$ cat src/hdl/axseq_cfg.svh
// constants for the auxiliary input acquisition sequencer
`ifndef AXSEQ_CFG_SVH
`define AXSEQ_CFG_SVH
// ---------------------------------------------------------------
// timing
// ---------------------------------------------------------------
`define AXSEQ_CLK_NS 100
`define AXSEQ_STEP_NS 5300
`define AXSEQ_MAXDLY_NS 339200
`define AXSEQ_CONV1_NS 10000
`define AXSEQ_CONV2_NS 7000
`define AXSEQ_STEP_CYC ((`AXSEQ_STEP_NS + `AXSEQ_CLK_NS - 1) / `AXSEQ_CLK_NS)
`define AXSEQ_CONV1_CYC (`AXSEQ_CONV1_NS / `AXSEQ_CLK_NS)
`define AXSEQ_CONV2_CYC ((`AXSEQ_CONV2_NS - `AXSEQ_CONV1_NS + `AXSEQ_CONV1_NS) / `AXSEQ_CLK_NS)
// ---------------------------------------------------------------
// register indices (byte address = 4 * index)
// ---------------------------------------------------------------
`define AXSEQ_IDX_STATUS 10'h002
`define AXSEQ_IDX_SCAN 10'h004
`define AXSEQ_IDX_CONV_CFG 10'h008
`define AXSEQ_IDX_ACQ_CFG 10'h00c
`define AXSEQ_IDX_THR_COLD 10'h01e
`define AXSEQ_IDX_THR_HOT 10'h01f
`define AXSEQ_IDX_RES1 10'h040
`define AXSEQ_IDX_RES2 10'h041
// ---------------------------------------------------------------
// field positions
// ---------------------------------------------------------------
`define AXSEQ_EN1_BIT 0
`define AXSEQ_EN2_BIT 1
`define AXSEQ_SCAN_BIT 0
`define AXSEQ_DLY_LSB 0
`define AXSEQ_DLY_W 6
`define AXSEQ_RES_LSB 4
`define AXSEQ_HOTEN_BIT 1
`define AXSEQ_COLDEN_BIT 0
`define AXSEQ_ST_BUSY_BIT 0
`define AXSEQ_ST_HOT_BIT 1
`define AXSEQ_ST_COLD_BIT 2
`define AXSEQ_ST_DONE_BIT 3
// ---------------------------------------------------------------
// reset values
// ---------------------------------------------------------------
`define AXSEQ_EN_RST 2'h0
`define AXSEQ_DLY_RST 6'h00
`define AXSEQ_THR_COLD_RST 12'hfff
`define AXSEQ_THR_HOT_RST 12'h000
`endif

$ cat src/hdl/axseq_pkg.sv
// types and helpers for the auxiliary input acquisition sequencer
`default_nettype none
`include "axseq_cfg.svh"
package axseq_pkg;
  typedef enum logic [1:0] {
    AXSEQ_ST_IDLE   = 2'b00,
    AXSEQ_ST_CELL   = 2'b01,
    AXSEQ_ST_SETTLE = 2'b10,
    AXSEQ_ST_CONV   = 2'b11
  } axseq_state_t;

  typedef logic [11:0] axseq_cyc_t;
  typedef logic [15:0] axseq_word_t;

  // settle code n gives (n+1) steps
  function automatic axseq_cyc_t axseq_settle_cyc(input logic [5:0] code);
    logic [12:0] prod;
    prod = 13'(({7'h00, code} + 13'h0001) * 13'(`AXSEQ_STEP_CYC));
    return prod[11:0];
  endfunction : axseq_settle_cyc

  // byte-lane merge of a 16-bit register
  function automatic axseq_word_t axseq_merge(input axseq_word_t old_v,
                                              input axseq_word_t new_v,
                                              input logic [1:0] strb);
    axseq_word_t m;
    m = {{8{strb[1]}}, {8{strb[0]}}};
    return (old_v & ~m) | (new_v & m);
  endfunction : axseq_merge
endpackage : axseq_pkg
`default_nettype wire

$ cat src/hdl/axseq_if.sv
// carriers between the sequencer core, its bus slave and its timer
`default_nettype none
interface axseq_reg_if;
  logic        wr_en;
  logic [9:0]  wr_idx;
  logic [15:0] wr_data;
  logic [1:0]  wr_strb;
  logic        wr_ok;
  logic [9:0]  rd_idx;
  logic [15:0] rd_data;
  logic        rd_ok;
  modport slave (output wr_en, wr_idx, wr_data, wr_strb, rd_idx,
                 input  wr_ok, rd_data, rd_ok);
  modport core  (input  wr_en, wr_idx, wr_data, wr_strb, rd_idx,
                 output wr_ok, rd_data, rd_ok);
endinterface : axseq_reg_if

interface axseq_tmr_if;
  logic        load;
  logic [11:0] val;
  logic        expired;
  modport timer (input load, val, output expired);
  modport user  (output load, val, input expired);
endinterface : axseq_tmr_if
`default_nettype wire

$ cat src/hdl/axseq_timer.sv
// one-shot cycle down-counter
`default_nettype none
module axseq_timer
  import axseq_pkg::*;
(
  input  wire logic       aclk,
  input  wire logic       aresetn,
  axseq_tmr_if.timer      tmr
);
  axseq_cyc_t cnt_r;

  // expires in the cycle after val-1 idle cycles
  always_ff @(posedge aclk) begin
    if (!aresetn) begin
      cnt_r <= 12'h000;
    end else if (tmr.load) begin
      cnt_r <= tmr.val;
    end else if (cnt_r != 12'h000) begin
      cnt_r <= cnt_r - 12'h001;
    end
  end

  assign tmr.expired = (cnt_r == 12'h001);
endmodule : axseq_timer
`default_nettype wire

$ cat src/hdl/axseq_axil.sv
// axi4-lite slave front end for the sequencer registers
`default_nettype none
module axseq_axil
  import axseq_pkg::*;
(
  input  wire logic        aclk,
  input  wire logic        aresetn,
  input  wire logic [11:0] s_axi_awaddr,
  input  wire logic        s_axi_awvalid,
  output logic             s_axi_awready,
  input  wire logic [31:0] s_axi_wdata,
  input  wire logic [3:0]  s_axi_wstrb,
  input  wire logic        s_axi_wvalid,
  output logic             s_axi_wready,
  output logic [1:0]       s_axi_bresp,
  output logic             s_axi_bvalid,
  input  wire logic        s_axi_bready,
  input  wire logic [11:0] s_axi_araddr,
  input  wire logic        s_axi_arvalid,
  output logic             s_axi_arready,
  output logic [31:0]      s_axi_rdata,
  output logic [1:0]       s_axi_rresp,
  output logic             s_axi_rvalid,
  input  wire logic        s_axi_rready,
  axseq_reg_if.slave       regs
);
  logic        aw_r;
  logic        w_r;
  logic [9:0]  awidx_r;
  logic [15:0] wdata_r;
  logic [1:0]  wstrb_r;

  assign s_axi_awready = !aw_r && !s_axi_bvalid;
  assign s_axi_wready  = !w_r && !s_axi_bvalid;
  assign s_axi_arready = !s_axi_rvalid;
  assign regs.wr_en    = aw_r && w_r;
  assign regs.wr_idx   = awidx_r;
  assign regs.wr_data  = wdata_r;
  assign regs.wr_strb  = wstrb_r;
  assign regs.rd_idx   = s_axi_araddr[11:2];

  // ---------------------------------------------------------------
  // write channels, taken in either order
  // ---------------------------------------------------------------
  always_ff @(posedge aclk) begin
    if (!aresetn) begin
      aw_r    <= 1'b0;
      w_r     <= 1'b0;
      awidx_r <= 10'h000;
      wdata_r <= 16'h0000;
      wstrb_r <= 2'h0;
    end else if (regs.wr_en) begin
      aw_r <= 1'b0;
      w_r  <= 1'b0;
    end else begin
      if (s_axi_awvalid && s_axi_awready) begin
        aw_r    <= 1'b1;
        awidx_r <= s_axi_awaddr[11:2];
      end
      if (s_axi_wvalid && s_axi_wready) begin
        w_r     <= 1'b1;
        wdata_r <= s_axi_wdata[15:0];
        wstrb_r <= s_axi_wstrb[1:0];
      end
    end
  end

  always_ff @(posedge aclk) begin
    if (!aresetn) begin
      s_axi_bvalid <= 1'b0;
      s_axi_bresp  <= 2'h0;
    end else if (regs.wr_en) begin
      s_axi_bvalid <= 1'b1;
      s_axi_bresp  <= regs.wr_ok ? 2'h0 : 2'h2;
    end else if (s_axi_bready) begin
      s_axi_bvalid <= 1'b0;
    end
  end

  // ---------------------------------------------------------------
  // read channel
  // ---------------------------------------------------------------
  always_ff @(posedge aclk) begin
    if (!aresetn) begin
      s_axi_rvalid <= 1'b0;
      s_axi_rdata  <= 32'h0000_0000;
      s_axi_rresp  <= 2'h0;
    end else if (s_axi_arvalid && s_axi_arready) begin
      s_axi_rvalid <= 1'b1;
      s_axi_rdata  <= {16'h0000, regs.rd_data};
      s_axi_rresp  <= regs.rd_ok ? 2'h0 : 2'h2;
    end else if (s_axi_rready) begin
      s_axi_rvalid <= 1'b0;
    end
  end
endmodule : axseq_axil
`default_nettype wire

$ cat src/hdl/axseq_top.sv
// auxiliary input acquisition sequencer with its register file
`default_nettype none
`include "axseq_cfg.svh"

module axseq_top
  import axseq_pkg::*;
(
  input  wire logic        aclk,
  input  wire logic        aresetn,
  input  wire logic [11:0] s_axi_awaddr,
  input  wire logic        s_axi_awvalid,
  output logic             s_axi_awready,
  input  wire logic [31:0] s_axi_wdata,
  input  wire logic [3:0]  s_axi_wstrb,
  input  wire logic        s_axi_wvalid,
  output logic             s_axi_wready,
  output logic [1:0]       s_axi_bresp,
  output logic             s_axi_bvalid,
  input  wire logic        s_axi_bready,
  input  wire logic [11:0] s_axi_araddr,
  input  wire logic        s_axi_arvalid,
  output logic             s_axi_arready,
  output logic [31:0]      s_axi_rdata,
  output logic [1:0]       s_axi_rresp,
  output logic             s_axi_rvalid,
  input  wire logic        s_axi_rready,
  output logic             cell_scan_start,
  input  wire logic        cell_scan_done,
  output logic             aux_convert,
  output logic             aux_input_sel,
  input  wire logic [11:0] adc_result,
  output logic             sensor_bias_supply,
  output logic             temp_hot_alert,
  output logic             temp_cold_alert
);
  // ---------------------------------------------------------------
  // declarations
  // ---------------------------------------------------------------
  axseq_reg_if regs ();
  axseq_tmr_if tmr ();

  axseq_state_t state_r;
  axseq_state_t state_nxt;
  logic         ch_r;
  logic         ch_nxt;
  logic         first_r;
  logic         bias_r;
  logic         start_r;
  logic         done_r;
  logic         store;
  logic         finish;
  logic         scan_req;
  logic         done_clr;
  logic         tmr_load;
  axseq_cyc_t   tmr_val;

  logic [1:0]   en_r;
  logic [5:0]   dly_r;
  logic [11:0]  thr_cold_r;
  logic [11:0]  thr_hot_r;
  logic [11:0]  res_r [2];
  logic [1:0]   hot_en_r;
  logic [1:0]   cold_en_r;
  logic [1:0]   hot_ch_r;
  logic [1:0]   cold_ch_r;

  axseq_word_t  en_word;
  axseq_word_t  dly_word;
  axseq_word_t  cold_word;
  axseq_word_t  hot_word;
  axseq_word_t  res_word [2];
  axseq_word_t  status_word;
  axseq_word_t  en_new;
  axseq_word_t  dly_new;
  axseq_word_t  cold_new;
  axseq_word_t  hot_new;
  axseq_word_t  res_new [2];

  // ---------------------------------------------------------------
  // submodules
  // ---------------------------------------------------------------
  axseq_axil u_axil (
    .aclk          (aclk),
    .aresetn       (aresetn),
    .s_axi_awaddr  (s_axi_awaddr),
    .s_axi_awvalid (s_axi_awvalid),
    .s_axi_awready (s_axi_awready),
    .s_axi_wdata   (s_axi_wdata),
    .s_axi_wstrb   (s_axi_wstrb),
    .s_axi_wvalid  (s_axi_wvalid),
    .s_axi_wready  (s_axi_wready),
    .s_axi_bresp   (s_axi_bresp),
    .s_axi_bvalid  (s_axi_bvalid),
    .s_axi_bready  (s_axi_bready),
    .s_axi_araddr  (s_axi_araddr),
    .s_axi_arvalid (s_axi_arvalid),
    .s_axi_arready (s_axi_arready),
    .s_axi_rdata   (s_axi_rdata),
    .s_axi_rresp   (s_axi_rresp),
    .s_axi_rvalid  (s_axi_rvalid),
    .s_axi_rready  (s_axi_rready),
    .regs          (regs.slave)
  );

  axseq_timer u_timer (
    .aclk    (aclk),
    .aresetn (aresetn),
    .tmr     (tmr.timer)
  );

  assign tmr.load = tmr_load;
  assign tmr.val  = tmr_val;

  // ---------------------------------------------------------------
  // register views
  // ---------------------------------------------------------------
  assign en_word   = {14'h0000, en_r};
  assign dly_word  = {10'h000, dly_r};
  assign cold_word = {thr_cold_r, 4'h0};
  assign hot_word  = {thr_hot_r, 4'h0};

  always_comb begin
    status_word = 16'h0000;
    status_word[`AXSEQ_ST_BUSY_BIT] = (state_r != AXSEQ_ST_IDLE);
    status_word[`AXSEQ_ST_HOT_BIT]  = |hot_ch_r;
    status_word[`AXSEQ_ST_COLD_BIT] = |cold_ch_r;
    status_word[`AXSEQ_ST_DONE_BIT] = done_r;
  end

  for (genvar i = 0; i < 2; i++) begin : g_res
    always_comb begin
      res_word[i] = {res_r[i], 4'h0};
      res_word[i][`AXSEQ_HOTEN_BIT]  = hot_en_r[i];
      res_word[i][`AXSEQ_COLDEN_BIT] = cold_en_r[i];
    end
    assign res_new[i] = axseq_merge(res_word[i], regs.wr_data, regs.wr_strb);
  end

  assign en_new   = axseq_merge(en_word, regs.wr_data, regs.wr_strb);
  assign dly_new  = axseq_merge(dly_word, regs.wr_data, regs.wr_strb);
  assign cold_new = axseq_merge(cold_word, regs.wr_data, regs.wr_strb);
  assign hot_new  = axseq_merge(hot_word, regs.wr_data, regs.wr_strb);

  // ---------------------------------------------------------------
  // read mux and write decode
  // ---------------------------------------------------------------
  always_comb begin
    regs.rd_ok   = 1'b1;
    regs.rd_data = 16'h0000;
    case (regs.rd_idx)
      `AXSEQ_IDX_STATUS:   regs.rd_data = status_word;
      `AXSEQ_IDX_SCAN:     regs.rd_data = {15'h0000, state_r != AXSEQ_ST_IDLE};
      `AXSEQ_IDX_CONV_CFG: regs.rd_data = en_word;
      `AXSEQ_IDX_ACQ_CFG:  regs.rd_data = dly_word;
      `AXSEQ_IDX_THR_COLD: regs.rd_data = cold_word;
      `AXSEQ_IDX_THR_HOT:  regs.rd_data = hot_word;
      `AXSEQ_IDX_RES1:     regs.rd_data = res_word[0];
      `AXSEQ_IDX_RES2:     regs.rd_data = res_word[1];
      default:             regs.rd_ok   = 1'b0;
    endcase
  end

  always_comb begin
    unique case (regs.wr_idx)
      `AXSEQ_IDX_STATUS, `AXSEQ_IDX_SCAN, `AXSEQ_IDX_CONV_CFG,
      `AXSEQ_IDX_ACQ_CFG, `AXSEQ_IDX_THR_COLD, `AXSEQ_IDX_THR_HOT,
      `AXSEQ_IDX_RES1, `AXSEQ_IDX_RES2: regs.wr_ok = 1'b1;
      default:                          regs.wr_ok = 1'b0;
    endcase
  end

  assign scan_req = regs.wr_en && (regs.wr_idx == `AXSEQ_IDX_SCAN)
                    && regs.wr_strb[0] && regs.wr_data[`AXSEQ_SCAN_BIT];
  assign done_clr = regs.wr_en && (regs.wr_idx == `AXSEQ_IDX_STATUS)
                    && regs.wr_strb[0] && regs.wr_data[`AXSEQ_ST_DONE_BIT];

  // ---------------------------------------------------------------
  // configuration registers
  // ---------------------------------------------------------------
  always_ff @(posedge aclk) begin
    if (!aresetn) begin
      en_r <= `AXSEQ_EN_RST;
    end else if (regs.wr_en && regs.wr_idx == `AXSEQ_IDX_CONV_CFG) begin
      en_r <= en_new[1:0];
    end
  end

  always_ff @(posedge aclk) begin
    if (!aresetn) begin
      dly_r <= `AXSEQ_DLY_RST;
    end else if (regs.wr_en && regs.wr_idx == `AXSEQ_IDX_ACQ_CFG) begin
      dly_r <= dly_new[`AXSEQ_DLY_LSB +: `AXSEQ_DLY_W];
    end
  end

  always_ff @(posedge aclk) begin
    if (!aresetn) begin
      thr_cold_r <= `AXSEQ_THR_COLD_RST;
      thr_hot_r  <= `AXSEQ_THR_HOT_RST;
    end else if (regs.wr_en) begin
      if (regs.wr_idx == `AXSEQ_IDX_THR_COLD) begin
        thr_cold_r <= cold_new[15:4];
      end
      if (regs.wr_idx == `AXSEQ_IDX_THR_HOT) begin
        thr_hot_r <= hot_new[15:4];
      end
    end
  end

  // ---------------------------------------------------------------
  // sequencer decisions
  // ---------------------------------------------------------------
  always_comb begin
    state_nxt = state_r;
    ch_nxt    = ch_r;
    tmr_load  = 1'b0;
    tmr_val   = axseq_settle_cyc(dly_r);
    store     = 1'b0;
    finish    = 1'b0;
    unique case (state_r)
      AXSEQ_ST_IDLE: begin
        if (scan_req) begin
          state_nxt = AXSEQ_ST_CELL;
        end
      end
      AXSEQ_ST_CELL: begin
        if (cell_scan_done) begin
          if (en_r[`AXSEQ_EN1_BIT]) begin
            state_nxt = AXSEQ_ST_SETTLE;
            ch_nxt    = 1'b0;
            tmr_load  = 1'b1;
          end else if (en_r[`AXSEQ_EN2_BIT]) begin
            state_nxt = AXSEQ_ST_SETTLE;
            ch_nxt    = 1'b1;
            tmr_load  = 1'b1;
          end else begin
            state_nxt = AXSEQ_ST_IDLE;
            finish    = 1'b1;
          end
        end
      end
      AXSEQ_ST_SETTLE: begin
        if (tmr.expired) begin
          state_nxt = AXSEQ_ST_CONV;
          tmr_load  = 1'b1;
          tmr_val   = first_r ? 12'(`AXSEQ_CONV1_CYC) : 12'(`AXSEQ_CONV2_CYC);
        end
      end
      AXSEQ_ST_CONV: begin
        if (tmr.expired) begin
          store = 1'b1;
          if (!ch_r && en_r[`AXSEQ_EN2_BIT]) begin
            state_nxt = AXSEQ_ST_SETTLE;
            ch_nxt    = 1'b1;
            tmr_load  = 1'b1;
          end else begin
            state_nxt = AXSEQ_ST_IDLE;
            finish    = 1'b1;
          end
        end
      end
    endcase
  end

  // ---------------------------------------------------------------
  // sequencer state
  // ---------------------------------------------------------------
  always_ff @(posedge aclk) begin
    if (!aresetn) begin
      state_r <= AXSEQ_ST_IDLE;
      ch_r    <= 1'b0;
    end else begin
      state_r <= state_nxt;
      ch_r    <= ch_nxt;
    end
  end

  // first conversion of the phase gets the longer slot
  always_ff @(posedge aclk) begin
    if (!aresetn) begin
      first_r <= 1'b0;
    end else if (state_r == AXSEQ_ST_CELL) begin
      first_r <= 1'b1;
    end else if (store) begin
      first_r <= 1'b0;
    end
  end

  always_ff @(posedge aclk) begin
    if (!aresetn) begin
      start_r <= 1'b0;
    end else begin
      start_r <= (state_r == AXSEQ_ST_IDLE) && scan_req;
    end
  end

  // bias switch on from the scan request through the cell phase to the scan end, when any auxiliary input is enabled
  always_ff @(posedge aclk) begin
    if (!aresetn) begin
      bias_r <= 1'b0;
    end else if (state_r == AXSEQ_ST_IDLE && scan_req) begin
      bias_r <= |en_r;
    end else if (finish) begin
      bias_r <= 1'b0;
    end
  end

  // scan-done flag, new completion beats the clear
  always_ff @(posedge aclk) begin
    if (!aresetn) begin
      done_r <= 1'b0;
    end else if (finish) begin
      done_r <= 1'b1;
    end else if (done_clr) begin
      done_r <= 1'b0;
    end
  end

  // ---------------------------------------------------------------
  // results, enables and alerts
  // ---------------------------------------------------------------
  for (genvar i = 0; i < 2; i++) begin : g_ch
    always_ff @(posedge aclk) begin
      if (!aresetn) begin
        res_r[i] <= 12'h000;
      end else if (store && ch_r == 1'(i)) begin
        res_r[i] <= adc_result;
      end
    end

    always_ff @(posedge aclk) begin
      if (!aresetn) begin
        hot_en_r[i]  <= 1'b0;
        cold_en_r[i] <= 1'b0;
      end else if (regs.wr_en && regs.wr_idx == (i == 0 ? `AXSEQ_IDX_RES1
                                                        : `AXSEQ_IDX_RES2)) begin
        hot_en_r[i]  <= res_new[i][`AXSEQ_HOTEN_BIT];
        cold_en_r[i] <= res_new[i][`AXSEQ_COLDEN_BIT];
      end
    end

    // flags follow each new result, set or cleared
    always_ff @(posedge aclk) begin
      if (!aresetn) begin
        hot_ch_r[i]  <= 1'b0;
        cold_ch_r[i] <= 1'b0;
      end else if (store && ch_r == 1'(i)) begin
        hot_ch_r[i]  <= hot_en_r[i] && (adc_result < thr_hot_r);
        cold_ch_r[i] <= cold_en_r[i] && (adc_result > thr_cold_r);
      end
    end
  end

  // ---------------------------------------------------------------
  // outputs
  // ---------------------------------------------------------------
  assign cell_scan_start    = start_r;
  assign aux_convert        = (state_r == AXSEQ_ST_CONV);
  assign aux_input_sel      = ch_r;
  assign sensor_bias_supply = bias_r;
  assign temp_hot_alert     = |hot_ch_r;
  assign temp_cold_alert    = |cold_ch_r;
endmodule : axseq_top
`default_nettype wire

$ cat config.mk
export PLATFORM = sky130hd
export DESIGN_NAME = axseq_top
export DESIGN_NICKNAME = d
export VERILOG_FILES = /design/src/hdl/axseq_pkg.sv /design/src/hdl/axseq_if.sv /design/src/hdl/axseq_timer.sv /design/src/hdl/axseq_axil.sv /design/src/hdl/axseq_top.sv
export VERILOG_INCLUDE_DIRS = /design/src /design/src/hdl
export SDC_FILE = /design/constraint.sdc
export NUM_CORES = 1
export LEC_CHECK = 0
export BUFFER_PORTS_ARGS = -buffer_cell sky130_fd_sc_hd__buf_2
export CORE_ASPECT_RATIO = 0.6
export CORE_MARGIN = 1.5
export CORE_UTILIZATION = 57
export DETAILED_ROUTE_END_ITERATION = 6
export PLACE_DENSITY = 0.81
export SLEW_MARGIN = 20
export SYNTH_ARGS = -nofsm -noshare
export SYNTH_HDL_FRONTEND = slang
export SYNTH_SLANG_ARGS = --single-unit
$ cat constraint.sdc
create_clock -name aclk -period 4.87 [get_ports aclk]
set_input_delay 1.461 -clock aclk [delete_from_list [all_inputs] [get_ports aclk]]
set_output_delay 1.461 -clock aclk [all_outputs]
set_load 0.01 [all_outputs]
Yosys cells after proc, flatten, opt, wreduce, memory -nomap -nowiden
Memory sizes are Yosys's and may differ from the RTL's. Index checks and enable logic that the tools add are counted.

Bits in registers: 111. Latch bits: 0. Memory bits (writable): 24. Bits in read-only memories: 0. Input port bits: 80. Output and inout bits: 47. Logic and storage cells: 188. Memories: 1.

Add/subtract/negate cells: 2. $mul: 1. Divide/modulo/power cells: 0. Order comparisons: 2. Eq/ne operators: 26. Shifts and indexed selects: 0. Muxes and demuxes: 57. Bitwise logic cells: 19. Reductions and logical operators: 51.

Memories: res_r (depth 2, bits a word 12, read ports 2, clocked after memory_dff 0, write ports 2, line axseq_top.sv:61) `logic [11:0] res_r [2];`.

Operator list (number): $pmux 16 s8 (1); $mux 12 (6); $and 16x16->16 (3); $eq 10x4->1 const B (4); $eq 10x5->1 const B (4); $eq 10x7->1 const B (4); $mux 1 (36); $or 16x16->16 (2); $logic_and 1x1->1 (24); $eq 10x2->1 const B (2); $eq 10x3->1 const B (2); $mux 2 (9); $not 16->16 (1); $reduce_bool 2->1 (8); $reduce_or 8->1 (2); $eq 12x1->1 const B (1); $gt 12x12->1 (1); $lt 12x12->1 (1); $mul 7x6->12 const B (1); $reduce_bool 12->1 (1); $sub 12x1->12 const B (1); $pmux 2 s4 (1); $reduce_and 2->1 (4); $reduce_or 2->1 (4); 19 further kinds (35).

Logic depth before layout (Yosys ltp)
Gate-level depths: netlist of the first run.

Depth in word-level cells: 8. Gate-level depth with buffers: 17. Gate-level depth less buffers: 16.

Cells and area by module
Synthesis of the first run repeated with hierarchy kept, for this count alone.

Cell total of the unflattened synthesis: 884. Area, all modules: 7788.7 um2.

By module, submodules not included: axseq_top (times used 1, cells an instance 549, area an instance 4979.8 um2, sequential area each 1661.6 um2); axseq_axil (times used 1, cells an instance 252, area an instance 2045.7 um2, sequential area each 1001.0 um2); axseq_timer (times used 1, cells an instance 83, area an instance 763.2 um2, sequential area each 240.2 um2).

Worst setup path after synthesis of the first run
OpenSTA, ideal clock, no wires.

Path kind: register -> register. From: register (tool-made name). To: register u_timer.cnt_r[10]. Setup time: 74 ps. Data arrival time: 3567 ps. Data required time: 4796 ps. Slack: 1229 ps. Stages on the path, launching flop included: 16. Path buffers: 1. Period minus slack after synthesis: 3641 ps. Cell sequence: dfxtp_1 clkbuf_1 and3_1 nand3_1 xor2_1 a21boi_0 ha_1 fa_1 inv_1 fa_1 nor2b_1 nor3_1 o21bai_1 a21oi_1 or3_1 a31oi_1.

RTL lines: end signal: assignment (line axseq_timer.sv:17) `cnt_r <= tmr.val;`; end signal: assignment (line axseq_timer.sv:19) `cnt_r <= cnt_r - 12'h001;`; end: declaration (line axseq_timer.sv:10) `axseq_cyc_t cnt_r;`.

==> results of run 1 <==
tightest hold or removal path, delay by kind of cell (launching register included):
family	cells	cell delay, ns
and+or+nand+nor	1	0.04
DFF	1	0.32
AOI/OAI and AO/OA	1	0.05
metrics by stage:
stage                     hold slack [ns]  setup WS (ns)  utilization  instance area [um2]  total power (W)
after floorplan                    0.4361          1.229            -                 7493         0.001658
after CTS                          0.4543         0.8048       0.6654                 8498         0.003034
final                              0.4456         0.7844       0.6656                 8501         0.003036
after detailed placement           0.4411         0.8721       0.6175                 7886         0.001752
after global routing               0.4797         0.4995       0.6654                 8498         0.003167
after global placement             0.4319         0.9502       0.6175                 7886         0.001742
final cells by class:
cell class	instances	area [um2]	share of cell area
Multi-Input combinational cell	608	4078	0.4797
Sequential cell	133	2903	0.3415
Clock buffer	21	503.0	0.05917
Timing Repair Buffer	90	460.4	0.05417
Inverter	62	232.7	0.02738
Tap cell	170	212.7	0.02502
Clock inverter	11	108.9	0.01281
Antenna cell	1	2.502	0.0002944
worst paths after layout:
| path | startpoint | end | slack (ns) |
|---|---|---|---|
| max reg2reg | flip-flop | u_timer.cnt_r[11] | 0.78 |
| min reg2reg | u_axil.s_axi_rdata[13] | u_axil.s_axi_rdata[13] | 0.45 |
| max | flip-flop | u_timer.cnt_r[11] | 0.78 |
| min | u_axil.s_axi_rdata[13] | u_axil.s_axi_rdata[13] | 0.45 |
power breakdown:
part           leakage, nW  internal, W  switching, W
sequential            1.13      0.00119     0.0000642
combinational         2.40     0.000216      0.000272
clock                0.293     0.000796      0.000498
total                 3.82      0.00220      0.000835
kinds of logic after synthesis:
logic type / after synthesis / share of synthesized area
AOI/OAI and AO/OA: 159 / 0.1497
xor gates and xnor gates: 26 / 0.03065
adders and majority gates: 56 / 0.1004
buffers and inverters: 117 / 0.06905
DFF: 133 / 0.3907
muxes: 38 / 0.05136
other: 2 / 0.001011
and+or+nand+nor: 310 / 0.2071
routing by layer:
layer / vias to the layer above / wire length [um]
met4: 0 / 163
met1: 2716 / 9118
met3: 18 / 1573
met2: 234 / 6513
met5: - / 0
li1: 3012 / -
layout by cell type, fill, tap and decap left out, types with 14 or more instances in the layout:
cell	synthesis	final
a221oi_1	14	14
nor2b_1	30	30
ha_1	50	50
o21ai_0	32	32
a21oi_1	19	19
a21boi_0	39	39
mux2i_1	37	37
conb_1	2	19
nor2_1	48	48
dfxtp_1	109	109
xnor2_1	16	16
nand3_1	22	22
buf_2	2	86
clkbuf_16	0	19
nand2_1	121	121
inv_1	61	61
and2_1	29	29
edfxtp_1	24	24
==> flow_metrics.py, run 1 <==
metrics = {
    "cts": {
        "htreeDepth": 4,
        "cts_tree": "built",
        "numCtsBuffers": 17,
        "clkTransAtPathRegs_ns": 0.06,
        "clock-sinks": 133,
        "cts_resized": 0,
        "root_buffer": "clkbuf_16",
        "cts_hold_buf": 0,
        "clk_latency_ns": 0.42,
        "cts_setup_buffers": 0,
        "max-clock-path-buffers": 2,
    },
    "place": {
        "gp_congestion": 0.8640,
        "place_inst": 1063,
        "io_buffers": 86,
        "dp_hpwl_um": 12780,
    },
    "timing": {
        "slew_viol_final": 0,
        "fin_skew_ns": 0.008436,
        "worstMarginPinSlew_ns": 0.7820,
        "fmax_mhz": 244.8,
        "maxSlewHeadroom": 0.4740,
        "hold_viol": 0,
        "post-route-period-util": 0.8389,
        "fin_crit_ns": 4.086,
        "finalSetupViolCount": 0,
        "rsz0062_at_grt": "false",
        "finalSetupTns_ns": 0,
    },
    "grt": {
        "grtUsageMet1": 0.4326,
        "grt_max_degree": 87,
        "antenna_found_initial": 0,
        "grt_use_met2": 0.3398,
        "groute.usage.overall": 0.2649,
        "grt_pass1_wl_um": 27800,
        "grtUsageMet3": 0.05729,
        "grt_pass1_vias": 5359,
        "busiest_layer": "met1",
        "grt.overflow.total": 0,
    },
    "synthesis": {
        "synthCells": 841,
        "synthTopCellsByArea": "dfxtp_1, edfxtp_1, ha_1",
        "yosysTopAreaCell": "dfxtp_1",
        "synth_edf_count": 24,
        "synth_top_cell_area_share": 0.2937,
        "yosysWarnings": 0,
        "synth_common_cells": "nand2_1, dfxtp_1, inv_1",
        "ys.flop_type": "dfxtp_1",
        "ys_seq_area_frac": 0.3907,
        "ys_seq_elements": 133,
        "synth.distinct_cells": 61,
        "synthArstFlopShare": 0,
        "synth.avg_cell_area_um2": 8.834,
        "synthMostInstantiatedCell": "nand2_1",
        "synthesis.area_mm2": 0.007430,
    },
    "worst_setup_path": {
        "crit_family": "adder cells",
        "path_common_cell": "inv_1",
        "slowest_delay_ns": 0.55,
        "crit_chain": "nand3_1 -> xor2_1 -> inv_1 -> ha_1 -> inv_1 -> fa_1 -> fa_1 -> inv_1 -> ha_1 -> nand3_1 -> o211ai_1 -> o41ai_1 -> xnor2_1 -> nand2_1 -> a21oi_1",
        "worstPathMaxFanout": 8,
        "end_kind": "flip-flop",
        "worst_setup_path_start_kind": "flip-flop",
        "cp.arrival_ns": 4.43,
        "worstSetupPathType": "reg2reg",
        "path_depth": 15,
        "cp_slowest_cell": "fa_1",
        "worst-r2r-cell-count": 15,
        "required_ns": 5.22,
        "cp.buffers_inverters": 3,
    },
    "final_layout": {
        "drive_gt1_frac": 0.1449,
        "layout.cells.non_filler": 1096,
        "area_growth_pct": 14.42,
        "nets": 1048,
        "num-fill-cells": 1043,
    },
    "route": {
        "drt-initial-drc-count": 462,
        "drt_wl_total_um": 17370,
        "ant_nets": 0,
        "via_per_inst": 5.456,
        "vias": 5980,
        "drc": 0,
        "dr.pass1.iters": 7,
        "post_drt_wl_per_cell_um": 15.85,
    },
    "floorplan": {
        "pin_count": 127,
        "row_count": 32,
        "initial_core_util": 0.5817,
        "chipWidth_um": 150.4,
        "fp.dieH_um": 91.44,
        "dieArea_mm2": 0.01375,
        "fp.coreArea_mm2": 0.01277,
    },
    "hold_path": {
        "min_path_cells": 2,
        "hp-class": "reg2reg",
    },
    "pwr": {
        "ir_drop_uv": 213.5,
        "power_per_cell_area_mw_per_mm2": 357.2,
        "power.leakage_nw": 3.823,
    },
    "run": {
        "cap_viol_max_count": 0,
    },
    "run_status": {
        "status": "finished, final reports clean",
    },
}
Power figures use the tool's default switching activity.
==> inputs of run 2 (changes only) <==
--- a/config.mk
+++ b/config.mk
@@ -6,12 +6,13 @@
 export SDC_FILE = /design/constraint.sdc
 export NUM_CORES = 1
 export LEC_CHECK = 0
+export ABC_AREA = 1
 export BUFFER_PORTS_ARGS = -buffer_cell sky130_fd_sc_hd__buf_2
 export CORE_ASPECT_RATIO = 0.6
 export CORE_MARGIN = 1.5
-export CORE_UTILIZATION = 57
+export CORE_UTILIZATION = 52
 export DETAILED_ROUTE_END_ITERATION = 6
-export PLACE_DENSITY = 0.81
+export PLACE_DENSITY = 0.77
 export SLEW_MARGIN = 20
 export SYNTH_ARGS = -nofsm -noshare
 export SYNTH_HDL_FRONTEND = slang
==> constraint.sdc (replaced) <==
create_clock -name aclk -period 3.3 [get_ports aclk]
set_input_delay 0.99 -clock aclk [delete_from_list [all_inputs] [get_ports aclk]]
set_output_delay 0.99 -clock aclk [all_outputs]
set_load 0.01 [all_outputs]
==> flow_metrics.py, run 2 <==
metrics = {
    "synthesis": {
        "synthCells": 1054,
        "ys_seq_elements": 133,
        "synth_edf_count": 24,
        "yosysWarnings": 0,
        "ys_seq_area_frac": 0.3726,
        "synth_top_cell_area_share": 0.2801,
        "ys.flop_type": "dfxtp_1",
        "synthArstFlopShare": 0,
        "synth.avg_cell_area_um2": 7.391,
        "synthTopCellsByArea": "dfxtp_1, edfxtp_1, nand2_1",
        "synthMostInstantiatedCell": "nand2_1",
        "yosysTopAreaCell": "dfxtp_1",
        "synth.distinct_cells": 55,
        "synth_common_cells": "nand2_1, nor2_1, inv_1",
        "synthesis.area_mm2": 0.007790,
    },
    "final_layout": {
        "mostFrequentLayoutCells": "nand2_1, nor2_1, inv_1",
        "area_growth_pct": 18.25,
        "final_core_util": 0.6331,
        "antenna_cells": 0,
        "layout_commonest_cell": "nand2_1",
        "nets": 1294,
        "drive_gt1_frac": 0.1725,
        "num-fill-cells": 1275,
    },
    "floorplan": {
        "pin_count": 127,
        "row_count": 34,
        "initial_core_util": 0.5354,
        "chipWidth_um": 161.0,
        "fp.coreArea_mm2": 0.01455,
        "fp.dieH_um": 97.81,
        "dieArea_mm2": 0.01575,
    },
    "worst_setup_path": {
        "worst-r2r-cell-count": 15,
        "worst_setup_path_start_kind": "flip-flop",
        "rr_endpoint": "u_timer.cnt_r[8]",
        "worstSetupPathType": "reg2reg",
        "setup.worst_path.end": "u_timer.cnt_r[8]",
        "worstPathMaxFanout": 4,
        "end_kind": "flip-flop",
        "required_ns": 3.65,
        "cp.arrival_ns": 3.51,
        "rrSetupSlack_ns": 0.14,
    },
    "timing": {
        "fin_crit_ns": 3.164,
        "slew_viol_final": 0,
        "worstMarginPinSlew_ns": 0.6458,
        "post-route-period-util": 0.9589,
        "fmax_mhz": 316.0,
        "fin_skew_ns": 0.008549,
        "maxSlewHeadroom": 0.5690,
        "hold_viol": 0,
        "finalSetupViolCount": 0,
        "timing.final.ws_setup_ns": 0.1356,
    },
    "run_status": {
        "status": "finished, final reports clean",
    },
    "route": {
        "wl_met2_um": 7792,
        "drt_wl_total_um": 20420,
        "top_layer": "met4",
        "drc": 0,
        "dr.pass1.iters": 6,
        "via_per_inst": 5.340,
        "ant_nets": 0,
        "vias": 7311,
        "met1Wirelength_um": 10090,
        "post_drt_wl_per_cell_um": 14.92,
        "dr_wl_met3_um": 2308,
        "drt-initial-drc-count": 689,
    },
    "place": {
        "gp_congestion": 0.9517,
        "dp_worst_setup_slack_ns": -0.05684,
        "dp_hpwl_um": 15240,
        "io_buffers": 86,
    },
    "grt": {
        "groute.usage.overall": 0.2642,
        "grt_pass1_vias": 6546,
        "grt.overflow.total": 0,
        "grt_pass1_wl_um": 32790,
        "antenna_found_initial": 0,
        "grt_max_degree": 50,
    },
    "cts": {
        "htreeDepth": 4,
        "cts_hold_buf": 0,
        "clkTransAtPathRegs_ns": 0.06,
        "max-clock-path-buffers": 2,
        "numCtsBuffers": 17,
        "root_buffer": "clkbuf_16",
        "clk_latency_ns": 0.42,
        "cts_tree": "built",
        "clock-sinks": 133,
    },
    "pwr": {
        "power_per_cell_area_mw_per_mm2": 516.1,
        "power.leakage_nw": 4.447,
        "power_w": 0.004754,
        "ir_drop_uv": 311.4,
    },
    "hold_path": {
        "hold_start": "u_axil.s_axi_rdata[11]",
        "hp-class": "reg2reg",
    },
    "run": {
        "cap_viol_max_count": 0,
    },
}
## run 2: changes by cell type in the layout (fill, tap and decap cells not counted), moves of 14 or more
| cell | before | now |
|---|---|---|
| a21boi_0 | 39 | 0 |
| a21oi_1 | 19 | 71 |
| a221oi_1 | 14 | 0 |
| and2_1 | 29 | 2 |
| buf_4 | 4 | 31 |
| inv_1 | 61 | 128 |
| mux2i_1 | 37 | 0 |
| nand2_1 | 121 | 186 |
| nand3_1 | 22 | 74 |
| nand4_1 | 8 | 22 |
| nor2_1 | 48 | 144 |
| nor2b_1 | 30 | 0 |
| o21ai_0 | 32 | 75 |
## run 2: layer usage
| metal | vias to the layer above | GRT usage |
|---|---|---|
| li1 | 3639 | - |
| met1 | 3292 | 0.4109 |
| met2 | 356 | 0.3581 |
| met3 | 24 | 0.07052 |
| met4 | 0 | 0.05983 |
| met5 | - | 0 |
## run 2: how the worst min path moves through the flow
stage	slack (ns)	cells past startpoint	to
3_5_place_dp	0.45	2	u_axil.s_axi_rdata[9]
2_1_floorplan	0.43	2	flip-flop
4_1_cts	0.46	2	u_axil.s_axi_rdata[9]
6_report	0.46	2	u_axil.s_axi_rdata[11]
5_1_grt	0.49	2	u_axil.s_axi_rdata[1]
3_3_place_gp	0.45	2	u_axil.s_axi_rdata[8]
## run 2: final cells by class
cell class	instances	area (um2)	share of cell area
Timing Repair Buffer	118	674.4	0.07321
Sequential cell	133	2912	0.3161
Tap cell	198	247.7	0.02689
Multi-Input combinational cell	755	4277	0.4643
Clock inverter	14	160.2	0.01739
Clock buffer	18	439.2	0.04768
Inverter	133	501.7	0.05447
## run 2: cell families after synthesis
group / Yosys count / share of synthesized area
other cells: 2 / 0.0009641
fa+ha+maj: 56 / 0.09573
xor+xnor: 20 / 0.02249
buf+inv: 183 / 0.1023
flops: 133 / 0.3726
compound gates: 190 / 0.1335
simple gates: 470 / 0.2724
## run 2: repair_timing
action                                  4_1_cts  5_1_grt
pin swaps                                     1        5
gates resized for setup                       5       18
endpoints found under the setup margin        5        6
setup buffers                                 1        1
## run 2: critical path, cell delays in order (launching register included)
cell     delay, ns
dfxtp_4       0.37
buf_4         0.16
ha_4          0.28
inv_1         0.05
ha_1          0.19
inv_1         0.07
fa_1          0.43
fa_1          0.50
inv_1         0.07
ha_4          0.29
nand2_1       0.06
o21ai_2       0.17
buf_4         0.13
xor2_1        0.13
nand2_1       0.07
a21oi_1       0.12
## run 2: metrics by stage
stage               instance area (um2)  setup TNS (ns)  std cells  hold WS [ns]
floorplan                          7869               0       1071        0.4297
global placement                   8479               0       1335        0.4495
detailed placement                 8479        -0.08717       1335        0.4533
CTS                                9106               0       1368        0.4633
global route                       9211        -0.05538       1369        0.4920
finish                             9211               0       1369        0.4611
## run 2: power by group
part / total [W] / leakage [nW] / switching (W) / internal [W]
sequential: 0.00187 / 1.14 / 0.0000957 / 0.00177
clock: 0.00192 / 0.295 / 0.000768 / 0.00115
combinational: 0.000964 / 3.01 / 0.000630 / 0.000333
